===== config.mk =====
export PLATFORM = sky130hd
export DESIGN_NAME = gcswl_top
export DESIGN_NICKNAME = d
export VERILOG_FILES = /design/src/design/gcswl_pkg.sv /design/src/design/gcswl_osc_divider.sv /design/src/design/gcswl_top.sv
export SDC_FILE = /design/constraint.sdc
export NUM_CORES = 1
export LEC_CHECK = 0
export ABC_AREA = 1
export BUFFER_PORTS_ARGS = -buffer_cell sky130_fd_sc_hd__buf_2
export CAP_MARGIN = 40
export CORE_UTILIZATION = 41
export CTS_CLUSTER_SIZE = 28
export DETAILED_ROUTE_END_ITERATION = 10
export GPL_TIMING_DRIVEN = 0
export PLACE_DENSITY_LB_ADDON = 0.2
export SYNTH_ARGS = -nofsm -noshare
export SYNTH_HDL_FRONTEND = slang
export SYNTH_SLANG_ARGS = --single-unit

===== constraint.sdc =====
create_clock -name i_core_clk -period 1.6 [get_ports i_core_clk]
set_input_delay 0.32 -clock i_core_clk [delete_from_list [all_inputs] [get_ports i_core_clk]]
set_output_delay 0.32 -clock i_core_clk [all_outputs]
set_load 0.05 [all_outputs]

===== src/design/gcswl_pkg.sv =====
// Package with constants and carriers of the gain control serial word loader.
package gcswl_pkg;

  localparam int WORD_BITS = 16;
  localparam int CNT_W     = 5;

  // Bit numbers as counted on the bus: bit 1 is the first bit shifted in.
  localparam int PGC_FIRST_BIT = 1;
  localparam int PGC_LAST_BIT  = 13;
  localparam int AREF_BIT      = 14;
  localparam int LNA_GAIN_BIT  = 15;
  localparam int SPARE_BIT     = 16;

  localparam logic [15:0] WORD_RESET  = 16'h0000;
  localparam logic [4:0]  CNT_RESET   = 5'h00;
  localparam logic [4:0]  CNT_FULL    = 5'h10;
  localparam logic [1:0]  DIV3_LAST   = 2'h2;

  typedef enum logic [1:0] {
    GCSWL_IDLE  = 2'b00,
    GCSWL_SHIFT = 2'b01
  } gcswl_state_t;

  // Decoded settings of the control word.
  typedef struct packed {
    logic [12:0] if_gain_code;
    logic        lna_ref_on;
    logic        lna_high_gain;
  } gcswl_ctrl_t;

  // Static power switches.
  typedef struct packed {
    logic rf_on;
    logic if_on;
    logic osc_on;
  } gcswl_power_t;

endpackage


===== src/design/gcswl_osc_divider.sv =====
// Oscillator path: divide by 1 or 3, then quadrature phases at a quarter of that rate.
`timescale 1ns/1ps
module gcswl_osc_divider (
  // Clock and reset
  input  wire logic i_core_clk,
  input  wire logic i_rst,
  // Control
  input  wire logic i_enable,
  input  wire logic i_divider_select,
  // Outputs
  output logic      o_buffered_clk_en,
  output logic      o_phase_i,
  output logic      o_phase_q
);

  logic [1:0] div3_r;
  logic [1:0] div3_nxt;
  logic       tick;
  logic       i_r;
  logic       i_nxt;
  logic       q_r;
  logic       q_nxt;
  logic       step_r;
  logic       step_nxt;

  // The core clock stands in for the oscillator; tick marks each
  // buffered-output cycle, so divide-by-1 ticks every cycle.
  // divider select
  always_comb begin
    div3_nxt = div3_r;
    tick     = 1'b0;
    if (!i_enable) begin
      div3_nxt = 2'h0;
    end else if (!i_divider_select) begin
      div3_nxt = 2'h0;
      tick     = 1'b1;
    end else if (div3_r == gcswl_pkg::DIV3_LAST) begin
      div3_nxt = 2'h0;
      tick     = 1'b1;
    end else begin
      div3_nxt = div3_r + 2'h1;
    end
  end

  always_comb begin
    i_nxt    = i_r;
    q_nxt    = q_r;
    step_nxt = step_r;
    if (!i_enable) begin
      i_nxt    = 1'b0;
      q_nxt    = 1'b0;
      step_nxt = 1'b0;
    end else if (tick) begin
      step_nxt = ~step_r;
      if (step_r) begin
        q_nxt = i_r;
      end else begin
        i_nxt = ~q_r;
      end
    end
  end

  always_ff @(posedge i_core_clk) begin
    if (i_rst) begin
      div3_r <= 2'h0;
      i_r    <= 1'b0;
      q_r    <= 1'b0;
      step_r <= 1'b0;
    end else begin
      div3_r <= div3_nxt;
      i_r    <= i_nxt;
      q_r    <= q_nxt;
      step_r <= step_nxt;
    end
  end

  assign o_buffered_clk_en = tick;
  assign o_phase_i         = i_r;
  assign o_phase_q         = q_r;

endmodule


===== src/design/gcswl_top.sv =====
// Control logic: three-wire word loader, gain decode, power and divider.
`timescale 1ns/1ps
// Functional notes
// - A 16-bit word is shifted in and captured into the gain register.
// - Bits arrive first bit first, one per serial clock rising edge.
// - IF power off clears the gain register; the controller must reload.
// - Bits 1 to 13 set IF gain, all ones 70 dB, zeros -10 dB.
// - Bit 14 turns the amplifier reference on when one.
// - With reference on, bit 15 picks high or low amplifier gain.
// - Each power input switches its section on when high.
// - Divider select low passes oscillator straight, high divides by three.
// - Selected oscillator is divided by four into in-phase and quadrature phases.
// - Bus is serial data, serial clock and enable, all from controller.
module gcswl_top #(
  parameter int WORD_BITS = gcswl_pkg::WORD_BITS
) (
  // Clock and reset
  input  wire logic                 i_core_clk,
  input  wire logic                 i_rst,
  // Three-wire bus
  input  wire logic                 i_serial_data_in,
  input  wire logic                 i_serial_clock_in,
  input  wire logic                 i_serial_enable_in,
  // Static control pins
  input  wire logic                 i_rf_power_on,
  input  wire logic                 i_if_power_on,
  input  wire logic                 i_osc_power_on,
  input  wire logic                 i_divider_select,
  // Decoded settings
  output gcswl_pkg::gcswl_ctrl_t    o_ctrl,
  output logic [WORD_BITS-1:0]      o_gain_control_word,
  output gcswl_pkg::gcswl_power_t   o_power,
  output logic                      o_load_strobe,
  // Oscillator path
  output logic                      o_buffered_clk_en,
  output logic                      o_phase_i,
  output logic                      o_phase_q
);

  gcswl_pkg::gcswl_state_t state_r;
  gcswl_pkg::gcswl_state_t state_nxt;
  logic [WORD_BITS-1:0]    shift_r;
  logic [WORD_BITS-1:0]    shift_nxt;
  logic [WORD_BITS-1:0]    word_r;
  logic [WORD_BITS-1:0]    word_nxt;
  logic [4:0]              cnt_r;
  logic [4:0]              cnt_nxt;
  logic                    sclk_d_r;
  logic                    load_r;
  logic                    load_nxt;
  logic                    sclk_rise;

  // Bus pins are synchronous to the core clock, so a plain edge detect works.
  assign sclk_rise = i_serial_clock_in & ~sclk_d_r;

  always_comb begin
    state_nxt = state_r;
    shift_nxt = shift_r;
    word_nxt  = word_r;
    cnt_nxt   = cnt_r;
    load_nxt  = 1'b0;
    case (state_r)
      gcswl_pkg::GCSWL_IDLE: begin
        if (i_serial_enable_in) begin
          state_nxt = gcswl_pkg::GCSWL_SHIFT;
          cnt_nxt   = gcswl_pkg::CNT_RESET;
          shift_nxt = gcswl_pkg::WORD_RESET;
          if (sclk_rise) begin
            shift_nxt = {gcswl_pkg::WORD_RESET[WORD_BITS-2:0],
                         i_serial_data_in};
            cnt_nxt   = 5'h01;
          end
        end
      end
      gcswl_pkg::GCSWL_SHIFT: begin
        if (!i_serial_enable_in) begin
          state_nxt = gcswl_pkg::GCSWL_IDLE;
          if (cnt_r == gcswl_pkg::CNT_FULL) begin
            word_nxt = shift_r;
            load_nxt = 1'b1;
          end
        end else if (sclk_rise && cnt_r != gcswl_pkg::CNT_FULL) begin
          shift_nxt = {shift_r[WORD_BITS-2:0], i_serial_data_in};
          cnt_nxt   = cnt_r + 5'h01;
        end
      end
      default: begin
        state_nxt = gcswl_pkg::GCSWL_IDLE;
      end
    endcase
    if (!i_if_power_on) begin
      word_nxt  = gcswl_pkg::WORD_RESET;
      load_nxt  = 1'b0;
      state_nxt = gcswl_pkg::GCSWL_IDLE;
    end
  end

  always_ff @(posedge i_core_clk) begin
    if (i_rst) begin
      state_r  <= gcswl_pkg::GCSWL_IDLE;
      shift_r  <= gcswl_pkg::WORD_RESET;
      word_r   <= gcswl_pkg::WORD_RESET;
      cnt_r    <= gcswl_pkg::CNT_RESET;
      sclk_d_r <= 1'b0;
      load_r   <= 1'b0;
    end else begin
      state_r  <= state_nxt;
      shift_r  <= shift_nxt;
      word_r   <= word_nxt;
      cnt_r    <= cnt_nxt;
      sclk_d_r <= i_serial_clock_in;
      load_r   <= load_nxt;
    end
  end

  // Bus bit n lands at word index WORD_BITS-n, so bit 1 is the MSB.
  // IF gain field
  assign o_ctrl.if_gain_code =
    word_r[WORD_BITS-gcswl_pkg::PGC_FIRST_BIT:
           WORD_BITS-gcswl_pkg::PGC_LAST_BIT];
  assign o_ctrl.lna_ref_on = word_r[WORD_BITS-gcswl_pkg::AREF_BIT];
  assign o_ctrl.lna_high_gain = word_r[WORD_BITS-gcswl_pkg::AREF_BIT]
                              & word_r[WORD_BITS-gcswl_pkg::LNA_GAIN_BIT];
  assign o_gain_control_word = word_r;
  assign o_load_strobe       = load_r;

  assign o_power.rf_on  = i_rf_power_on;
  assign o_power.if_on  = i_if_power_on;
  assign o_power.osc_on = i_osc_power_on;

  gcswl_osc_divider u_osc (
    .i_core_clk        (i_core_clk),
    .i_rst             (i_rst),
    .i_enable          (i_osc_power_on),
    .i_divider_select  (i_divider_select),
    .o_buffered_clk_en (o_buffered_clk_en),
    .o_phase_i         (o_phase_i),
    .o_phase_q         (o_phase_q)
  );

endmodule


* Word-level counts from Yosys, hierarchy flattened
Cells that the tools add are included.
** Storage, ports and cells
- Register bits after elaboration :: 46
- Input port bits :: 9
- Output and inout bits :: 38
- Logic and storage cells :: 59
** Operators by class
- Add/subtract/negate cells :: 2
- Eq/ne operators :: 8
- Muxes and demuxes :: 17
- Bitwise logic cells :: 10
- Reduce and logical (&&, ||, !) cells :: 12
** Operator list (count)
- 2-to-1 mux 16 bit :: 3
- case mux 16 bit (2 select lines) :: 1
- 2-to-1 mux 5 bit :: 3
- case mux 5 bit (2 select lines) :: 1
- != test 2 bit (second input constant) :: 4
- inverter 1 bit :: 8
- OR reduction 4 bit :: 2
- 2-to-1 mux 1 bit :: 6
- AND reduction 2 bit :: 3
- adder 5 x 1 -> 5 bit (second input constant) :: 1
- equality test 5 bit (second input constant) :: 1
- != test 5 bit (second input constant) :: 1
- 2-to-1 mux 2 bit :: 2
- case mux 2 bit (2 select lines) :: 1
- AND reduction 4 bit :: 1
- OR reduction 2 bit :: 2
- AND reduction 3 bit :: 1
- adder 2 x 1 -> 2 bit (second input constant) :: 1
- bitwise AND 1 bit :: 2
- equality test 2 x 1 -> 1 bit (second input constant) :: 1
- equality test 2 bit (second input constant) :: 1
- zero test 2 bit :: 1
- nonzero test 2 bit :: 1
- logical AND 1 bit :: 1

* Depth between registers and ports, before layout
Gate-level depths: netlist of run 1.
- Depth in word-level cells :: 6
- Gate-level depth with buffers :: 11
- Gate-level depth less buffers :: 10

* Cells and area by module
Synthesis of run 1 repeated with hierarchy kept, for this count alone.
** Unflattened totals
- Cells, all modules :: 299
- Area total of the unflattened synthesis :: 2173.3 um^2
** Modules (own cells, without submodules)
- gcswl_top :: times used 1, cells each 266, area an instance 1933.1 um^2
- gcswl_osc_divider :: times used 1, cells each 33, area an instance 240.2 um^2

* Least setup slack after synthesis of run 1
No wires, ideal clock.
- Kind :: reg2reg
- From :: reg u_osc.div3_r[0]
- To :: reg u_osc.q_r (netlist: u_osc.o_phase_q)
- Setup time :: 0.120 ns
- Arrival time :: 1.752 ns
- Required time :: 1.480 ns
- Slack :: -0.272 ns
- Stages on the path, launching flop included :: 8
- Buffers on the path :: 0
- Clock period less this slack :: 1.872 ns
- Cell sequence :: dfxtp_1 > inv_1 > ha_1 > inv_1 > a21oi_1 > nand2_1 > o21ai_0 > a21oi_1
** On the way
- Cells in the longest elaborated chain, start to end :: 5
** Ends and longest elaborated chain
- start, declared :: line gcswl_osc_divider.sv:16 : logic [1:0] div3_r;
- start signal, assigned :: line gcswl_osc_divider.sv:70 : div3_r <= div3_nxt;
- equality test 2 bit :: line gcswl_osc_divider.sv:37 : end else if (div3_r == gcswl_pkg::DIV3_LAST) begin
- 2-to-1 mux 1 bit :: line gcswl_osc_divider.sv:37
- 2-to-1 mux 1 bit :: line gcswl_osc_divider.sv:34 : end else if (!i_divider_select) begin
- 2-to-1 mux 1 bit :: line gcswl_osc_divider.sv:32 : if (!i_enable) begin
- net o_buffered_clk_en :: line gcswl_top.sv:35 : output logic o_buffered_clk_en,
- AND reduction 2 bit (no source line)
- end signal, assigned :: line gcswl_osc_divider.sv:72 : q_r <= q_nxt;
- end, declared :: line gcswl_osc_divider.sv:21 : logic q_r;
The timed path passes the listed nets, and every way through them passes these cells.
A chain may end at the register's enable or synchronous reset.

* Worst setup path in the final report of run 1
- From :: reg u_osc.div3_r[0]
- To :: out o_buffered_clk_en
** On the way
- Cells in the longest elaborated chain, start to end :: 4
** Ends and longest elaborated chain (line)
- equality test 2 bit :: gcswl_osc_divider.sv:37
- 2-to-1 mux 1 bit :: gcswl_osc_divider.sv:37
- 2-to-1 mux 1 bit :: gcswl_osc_divider.sv:34
- 2-to-1 mux 1 bit :: gcswl_osc_divider.sv:32
- end, declared :: gcswl_top.sv:35
Every way passes these cells.

==> results.yml, run 1 <==
critical_path:
  worstSetupStartpointType: "register"
  crit_arrival_ns: 1.19
  crit_slowest_cell: "dfxtp_1"
  cp_slowest_stage_delay_ns: 0.32
  crit_type: "register to primary output"
  crit_top_cell: "inv_1"
  worstPathRequired_ns: 1.28
  path_max_fanout: 2
  crit_chain: "inv_1 -> ha_1 -> inv_1 -> a21oi_4 -> buf_6"
  end_kind: "primary output"
cts:
  holdBufCountCts: 0
  clkTransAtPathRegs_ns: 0.09
  clk_path_buf_depth: 2
  cts_tree: "yes"
  clkLatencyLatePin_ns: 0.30
  cts.sinks: 45
  cts_made_buffers: 5
  htree_levels: 2
  root_buffer: "clkbuf_8"
logic_synthesis:
  ys_warn_count: 0
  syn_avg_cell_area_um2: 7.33
  ys_seq_area_frac: 0.425
  syn-cell-area_um2: 2120
  yosysTopAreaCell: "dfxtp_1"
  synthTopCellsByArea: "dfxtp_1, nand2_1, a21oi_1, nand3_1, buf_4"
  yosys_register_bits: 45
  ys_types: 23
  syn_nets: 303
  synthCells: 289
  synth_top_area_frac: 0.425
timing:
  fin_crit_ns: 1.51
  hold_ws_ns: 0.180
  fmax_mhz: 662
  final-setup-viol-count: 0
  max_slew_margin: 0.709
  fin_setup_tns_ns: 0
  tightest_slew_ns: 0.437
  hold_violations: 0
  finalCritPeriodShare: 0.945
  slew_violations: 0
  rsz0062_at_grt: "false"
  finClkSkew_ns: 0.0119
power_and_ir_drop:
  ir_worst_vdd_mv: 0.489
  powerDensity_nw_per_um2: 957
  p_leak_nw: 1.23
status:
  status: "completed"
grt:
  grt_usage: 0.182
  grt_pass1_vias: 1699
  grt.overflow.total: 0
  antenna_found_initial: 0
  grt_max_degree: 15
  grt_pass1_wl_mm: 7.56
layout:
  nets: 356
  drive_above_1_share: 0.312
  fillers: 511
  syn_to_final_growth_pct: 23.1
  antenna_cells: 0
  fin_util: 0.538
  fin_area_um2: 2610
  fin_cells: 410
floorplanning:
  dieArea_um2: 5460
  io_pins: 47
  chipHeight_um: 73.9
  rows: 25
  core_area_um2: 4850
  die_w_um: 73.9
  start_util: 0.437
routing:
  drc: 0
  drtIter0Drc: 119
  vias: 1928
  viasPerCell: 4.70
  drtPass1Iterations: 4
  postRouteAntennaNets: 0
  routed_wl_mm: 4.58
  route.detailed.wl_per_inst_um: 11.2
min_path:
  hold_path_class: "input pin to register"
placement:
  place_inst: 401
  detailed_place.area_um2: 2430
  io_buffers: 45
  gp_congestion: 0.771
  hpwl_mm: 3.24
run:
  drv_cap: 0
## registers in the layout, summed over array words and instances, names as in the netlist
name	count
u_osc.o_phase_i	1
state_r	1
shift_r	16
o_gain_control_word	16
cnt_r	5
u_osc.o_phase_q	1
o_load_strobe	1
u_osc.step_r	1
sclk_d_r	1
u_osc.div3_r	2
## cell families (layout without fill, tap and decap cells)
group | count (synthesis) | count (layout) | synth area share
AND/OR/NAND/NOR | 142 | 142 | 0.280
AO/OA/AOI/OAI | 44 | 44 | 0.118
flip-flops | 45 | 45 | 0.425
adder cells (fa/ha/maj) | 5 | 5 | 0.0295
XOR/XNOR | 1 | 1 | 0.00414
buffers and inverters | 52 | 106 | 0.143
## cells in the final DEF, fill, tap and decap left out, types with 4 or more instances in the layout
master,count
a21oi_1,32
a21oi_2,8
buf_2,48
buf_4,20
buf_6,5
clkbuf_8,6
dfxtp_1,43
ha_1,4
inv_1,17
nand2_1,80
nand3_1,28
nor2_1,24
## per-stage QoR
step           setup slack, ns  power, mW
2_1_floorplan           0.0696       1.50
3_3_place_gp            -0.101       1.58
3_5_place_dp            -0.116       1.59
4_1_cts                -0.0220       2.49
5_1_grt                 0.0174       2.60
6_report                0.0888       2.49
## power by group
| group | internal [mW] | total, mW | leakage [nW] | switching, mW |
|---|---|---|---|---|
| sequential | 1.17 | 1.22 | 0.367 | 0.0502 |
| clock | 0.508 | 0.908 | 0.0574 | 0.400 |
| combinational | 0.144 | 0.365 | 0.802 | 0.221 |
| total | 1.82 | 2.49 | 1.23 | 0.671 |
## layout make-up
cell class	instances	area, um^2	share of cell area
buffer	31	246	0.0945
clock buffer	6	82.6	0.0317
clock inverter	2	37.5	0.0144
inverter	21	81.3	0.0312
multi-input combinational	192	931	0.357
sequential	45	906	0.347
tap	67	83.8	0.0321
timing repair buffer	46	239	0.0917
## worst max-delay path: cells and delay by family, from the launching register on
family | cells | cell delay, ns
AO/OA/AOI/OAI | 1 | 0.16
adder cells (fa/ha/maj) | 1 | 0.13
buffers and inverters | 3 | 0.29
flip-flops | 1 | 0.32
## path summary, 6_finish.rpt
check,slack [ns],to,cells after the start,from
max reg2reg,0.11,cnt_r[3],11,cnt_r[0]
min reg2reg,0.42,u_osc.div3_r[0],1,u_osc.div3_r[0]
min,0.18,o_load_strobe,2,i_serial_enable_in
max,0.09,o_buffered_clk_en,5,u_osc.div3_r[0]
## synth_stat cells
master,number
nand2_1,80
nor2_2,1
inv_1,19
nand2_2,3
buf_4,18
buf_12,1
o21ai_0,3
clkbuf_1,3
buf_2,7
inv_2,2
or2_2,1
ha_1,5
nor2_1,25
a21oi_2,8
dfxtp_1,45
nand4_1,1
nor4_1,1
nand3_1,28
buf_6,2
a21oi_1,33
xnor2_1,1
nor3_1,1
nand3_2,1
## layer usage
layer / wire length (um) / vias to the layer above / global-route usage
li1: - / 1010 / -
met1: 2250 / 873 / 0.217
met2: 2160 / 37 / 0.326
met3: 123 / 8 / 0.0370
met4: 50 / 0 / 0.0577
met5: 0 / - / 0
## timing repair
item | CTS | global route
resized for setup | 5 | 19
setup endpoints to repair | 14 | 32
buffers inserted | 0 | 1
endpoints found under the hold margin | 0 | 0
pin swaps | 0 | 1
No activity file was read; power rests on OpenSTA's default activity.
==> run 2, diff against run 1 <==
- CELL_PAD_IN_SITES_DETAIL_PLACEMENT: not set -> 1
- CELL_PAD_IN_SITES_GLOBAL_PLACEMENT: not set -> 2
- CORE_UTILIZATION: 41 -> 29
==> run 2 against run 1 <==
Register-to-register slack worse by 0.03 ns. Global-route usage is 2.4 points lower. Sequential power hardly changed. Final cell count is 8.0% higher. First-iteration DRC count is 33% lower. Clock power is 15% lower. Power is 3.7% lower. Setup slack worse by 0.035 ns. Critical path depth stayed put. Critical endpoint unchanged.
==> results.yml, run 2 (synthesized netlist as in run 1, its figures left out) <==
critical_path:
  cp_slowest_stage_delay_ns: 0.33
  crit_type: "register to primary output"
  ff2ff_setup_slack_ns: 0.08
  crit_top_cell: "inv_2"
  crit_chain: "inv_2 -> ha_4 -> inv_2 -> a21oi_4 -> buf_6"
  end_kind: "primary output"
  worstSetupStartpointType: "register"
  crit_slowest_cell: "dfxtp_2"
  path_max_fanout: 4
  worstPathRequired_ns: 1.28
  crit_arrival_ns: 1.23
timing:
  fin_setup_tns_ns: 0
  final-setup-viol-count: 0
  finClkSkew_ns: 0.00848
  hold_violations: 0
  slew_violations: 0
  fin_crit_ns: 1.55
  max_slew_margin: 0.706
  fmax_mhz: 647
  tightest_slew_ns: 0.436
  finalCritPeriodShare: 0.966
grt:
  antenna_found_initial: 0
  grt_max_degree: 15
  grt_pass1_wl_mm: 9.38
  grt_pass1_vias: 1937
  grt.overflow.total: 0
  grt_usage: 0.159
power_and_ir_drop:
  power_mw: 2.40
  p_leak_nw: 1.26
  powerDensity_nw_per_um2: 888
  ir_worst_vdd_mv: 0.289
floorplanning:
  core_area_um2: 6910
  dieArea_um2: 7650
  rows: 30
  chipHeight_um: 87.5
  io_pins: 47
  die_w_um: 87.5
  start_util: 0.307
cts:
  cts.sinks: 45
  cts_tree: "yes"
  clkLatencyLatePin_ns: 0.30
  root_buffer: "clkbuf_8"
  htree_levels: 2
  holdBufCountCts: 0
  cts_made_buffers: 5
  clk_path_buf_depth: 2
  clkTransAtPathRegs_ns: 0.09
layout:
  drive_above_1_share: 0.340
  layout_common_cells: "nand2_1, buf_2, dfxtp_1"
  fin_util: 0.392
  final_common_cell: "nand2_1"
  syn_to_final_growth_pct: 27.7
  antenna_cells: 0
  nets: 360
  fillers: 920
  fin_cells: 443
routing:
  drc: 0
  routed_wl_mm: 5.76
  postRouteAntennaNets: 0
  drtPass1Iterations: 4
  viasPerCell: 4.55
  vias: 2017
  drtIter0Drc: 80
  route.detailed.wl_per_inst_um: 13.0
placement:
  hpwl_mm: 4.03
  gp_congestion: 0.720
  place_inst: 430
  io_buffers: 45
run:
  drv_cap: 0
min_path:
  hold_path_class: "input pin to register"
status:
  status: "completed"
## run 2: changes by cell type in the layout (fill, tap and decap cells not counted), moves of 2 or more
cell     delta
buf_4       +3
inv_2       +2
inv_1       -2
dfxtp_2     +2
dfxtp_1     -2
## run 2: critical path: cells and delay by family (launching register included)
| family | cells | cell delay [ns] |
|---|---|---|
| flops | 1 | 0.33 |
| fa+ha+maj | 1 | 0.12 |
| buf+inv | 3 | 0.28 |
| compound gates | 1 | 0.18 |
## run 2: layer usage
layer | track usage | up-vias | routed length (um)
met5 | 0 | - | 0
met4 | 0.0402 | 0 | 59
met3 | 0.0284 | 8 | 163
met2 | 0.290 | 34 | 2940
met1 | 0.190 | 956 | 2600
li1 | - | 1019 | -
## run 2: worst paths after layout
check	startpoint	endpoint	depth (start not counted)
min	i_serial_enable_in	o_load_strobe	2
max reg2reg	cnt_r[0]	shift_r[9]	11
min reg2reg	u_osc.div3_r[0]	u_osc.div3_r[0]	1
max	u_osc.div3_r[0]	o_buffered_clk_en	5
## run 2: cell type report
cell class,instances,area [um^2],share of cell area
Multi-Input combinational cell,192,962,0.356
Tap cell,96,120,0.0444
Inverter,21,81.3,0.0301
Clock buffer,6,82.6,0.0305
Clock inverter,2,13.8,0.00509
Buffer,31,250,0.0925
Timing Repair Buffer,50,287,0.106
Sequential cell,45,908,0.336
## run 2: repair_timing
action / 4_1_cts / 5_1_grt
gates cloned: 0 / 1
buffers inserted: 0 / 4
gates resized for setup: 9 / 25
pin swaps: 0 / 2
endpoints found under the setup margin: 29 / 32
## run 2: power by group
group | leakage (nW) | switching, mW | internal (mW)
Clock | 0.0512 | 0.423 | 0.351
Combinational | 0.839 | 0.244 | 0.162
Sequential | 0.368 | 0.0506 | 1.17
Total | 1.26 | 0.718 | 1.69
## run 2: metrics by stage
stage	setup slack, ns	area [um^2]	hold WS [ns]
after floorplan	0.0696	2120	0.389
after global placement	-0.158	2470	0.403
after detailed placement	-0.170	2470	0.406
after CTS	0.00574	2590	0.174
after global routing	-0.00188	2710	0.190
final	0.0539	2710	0.183
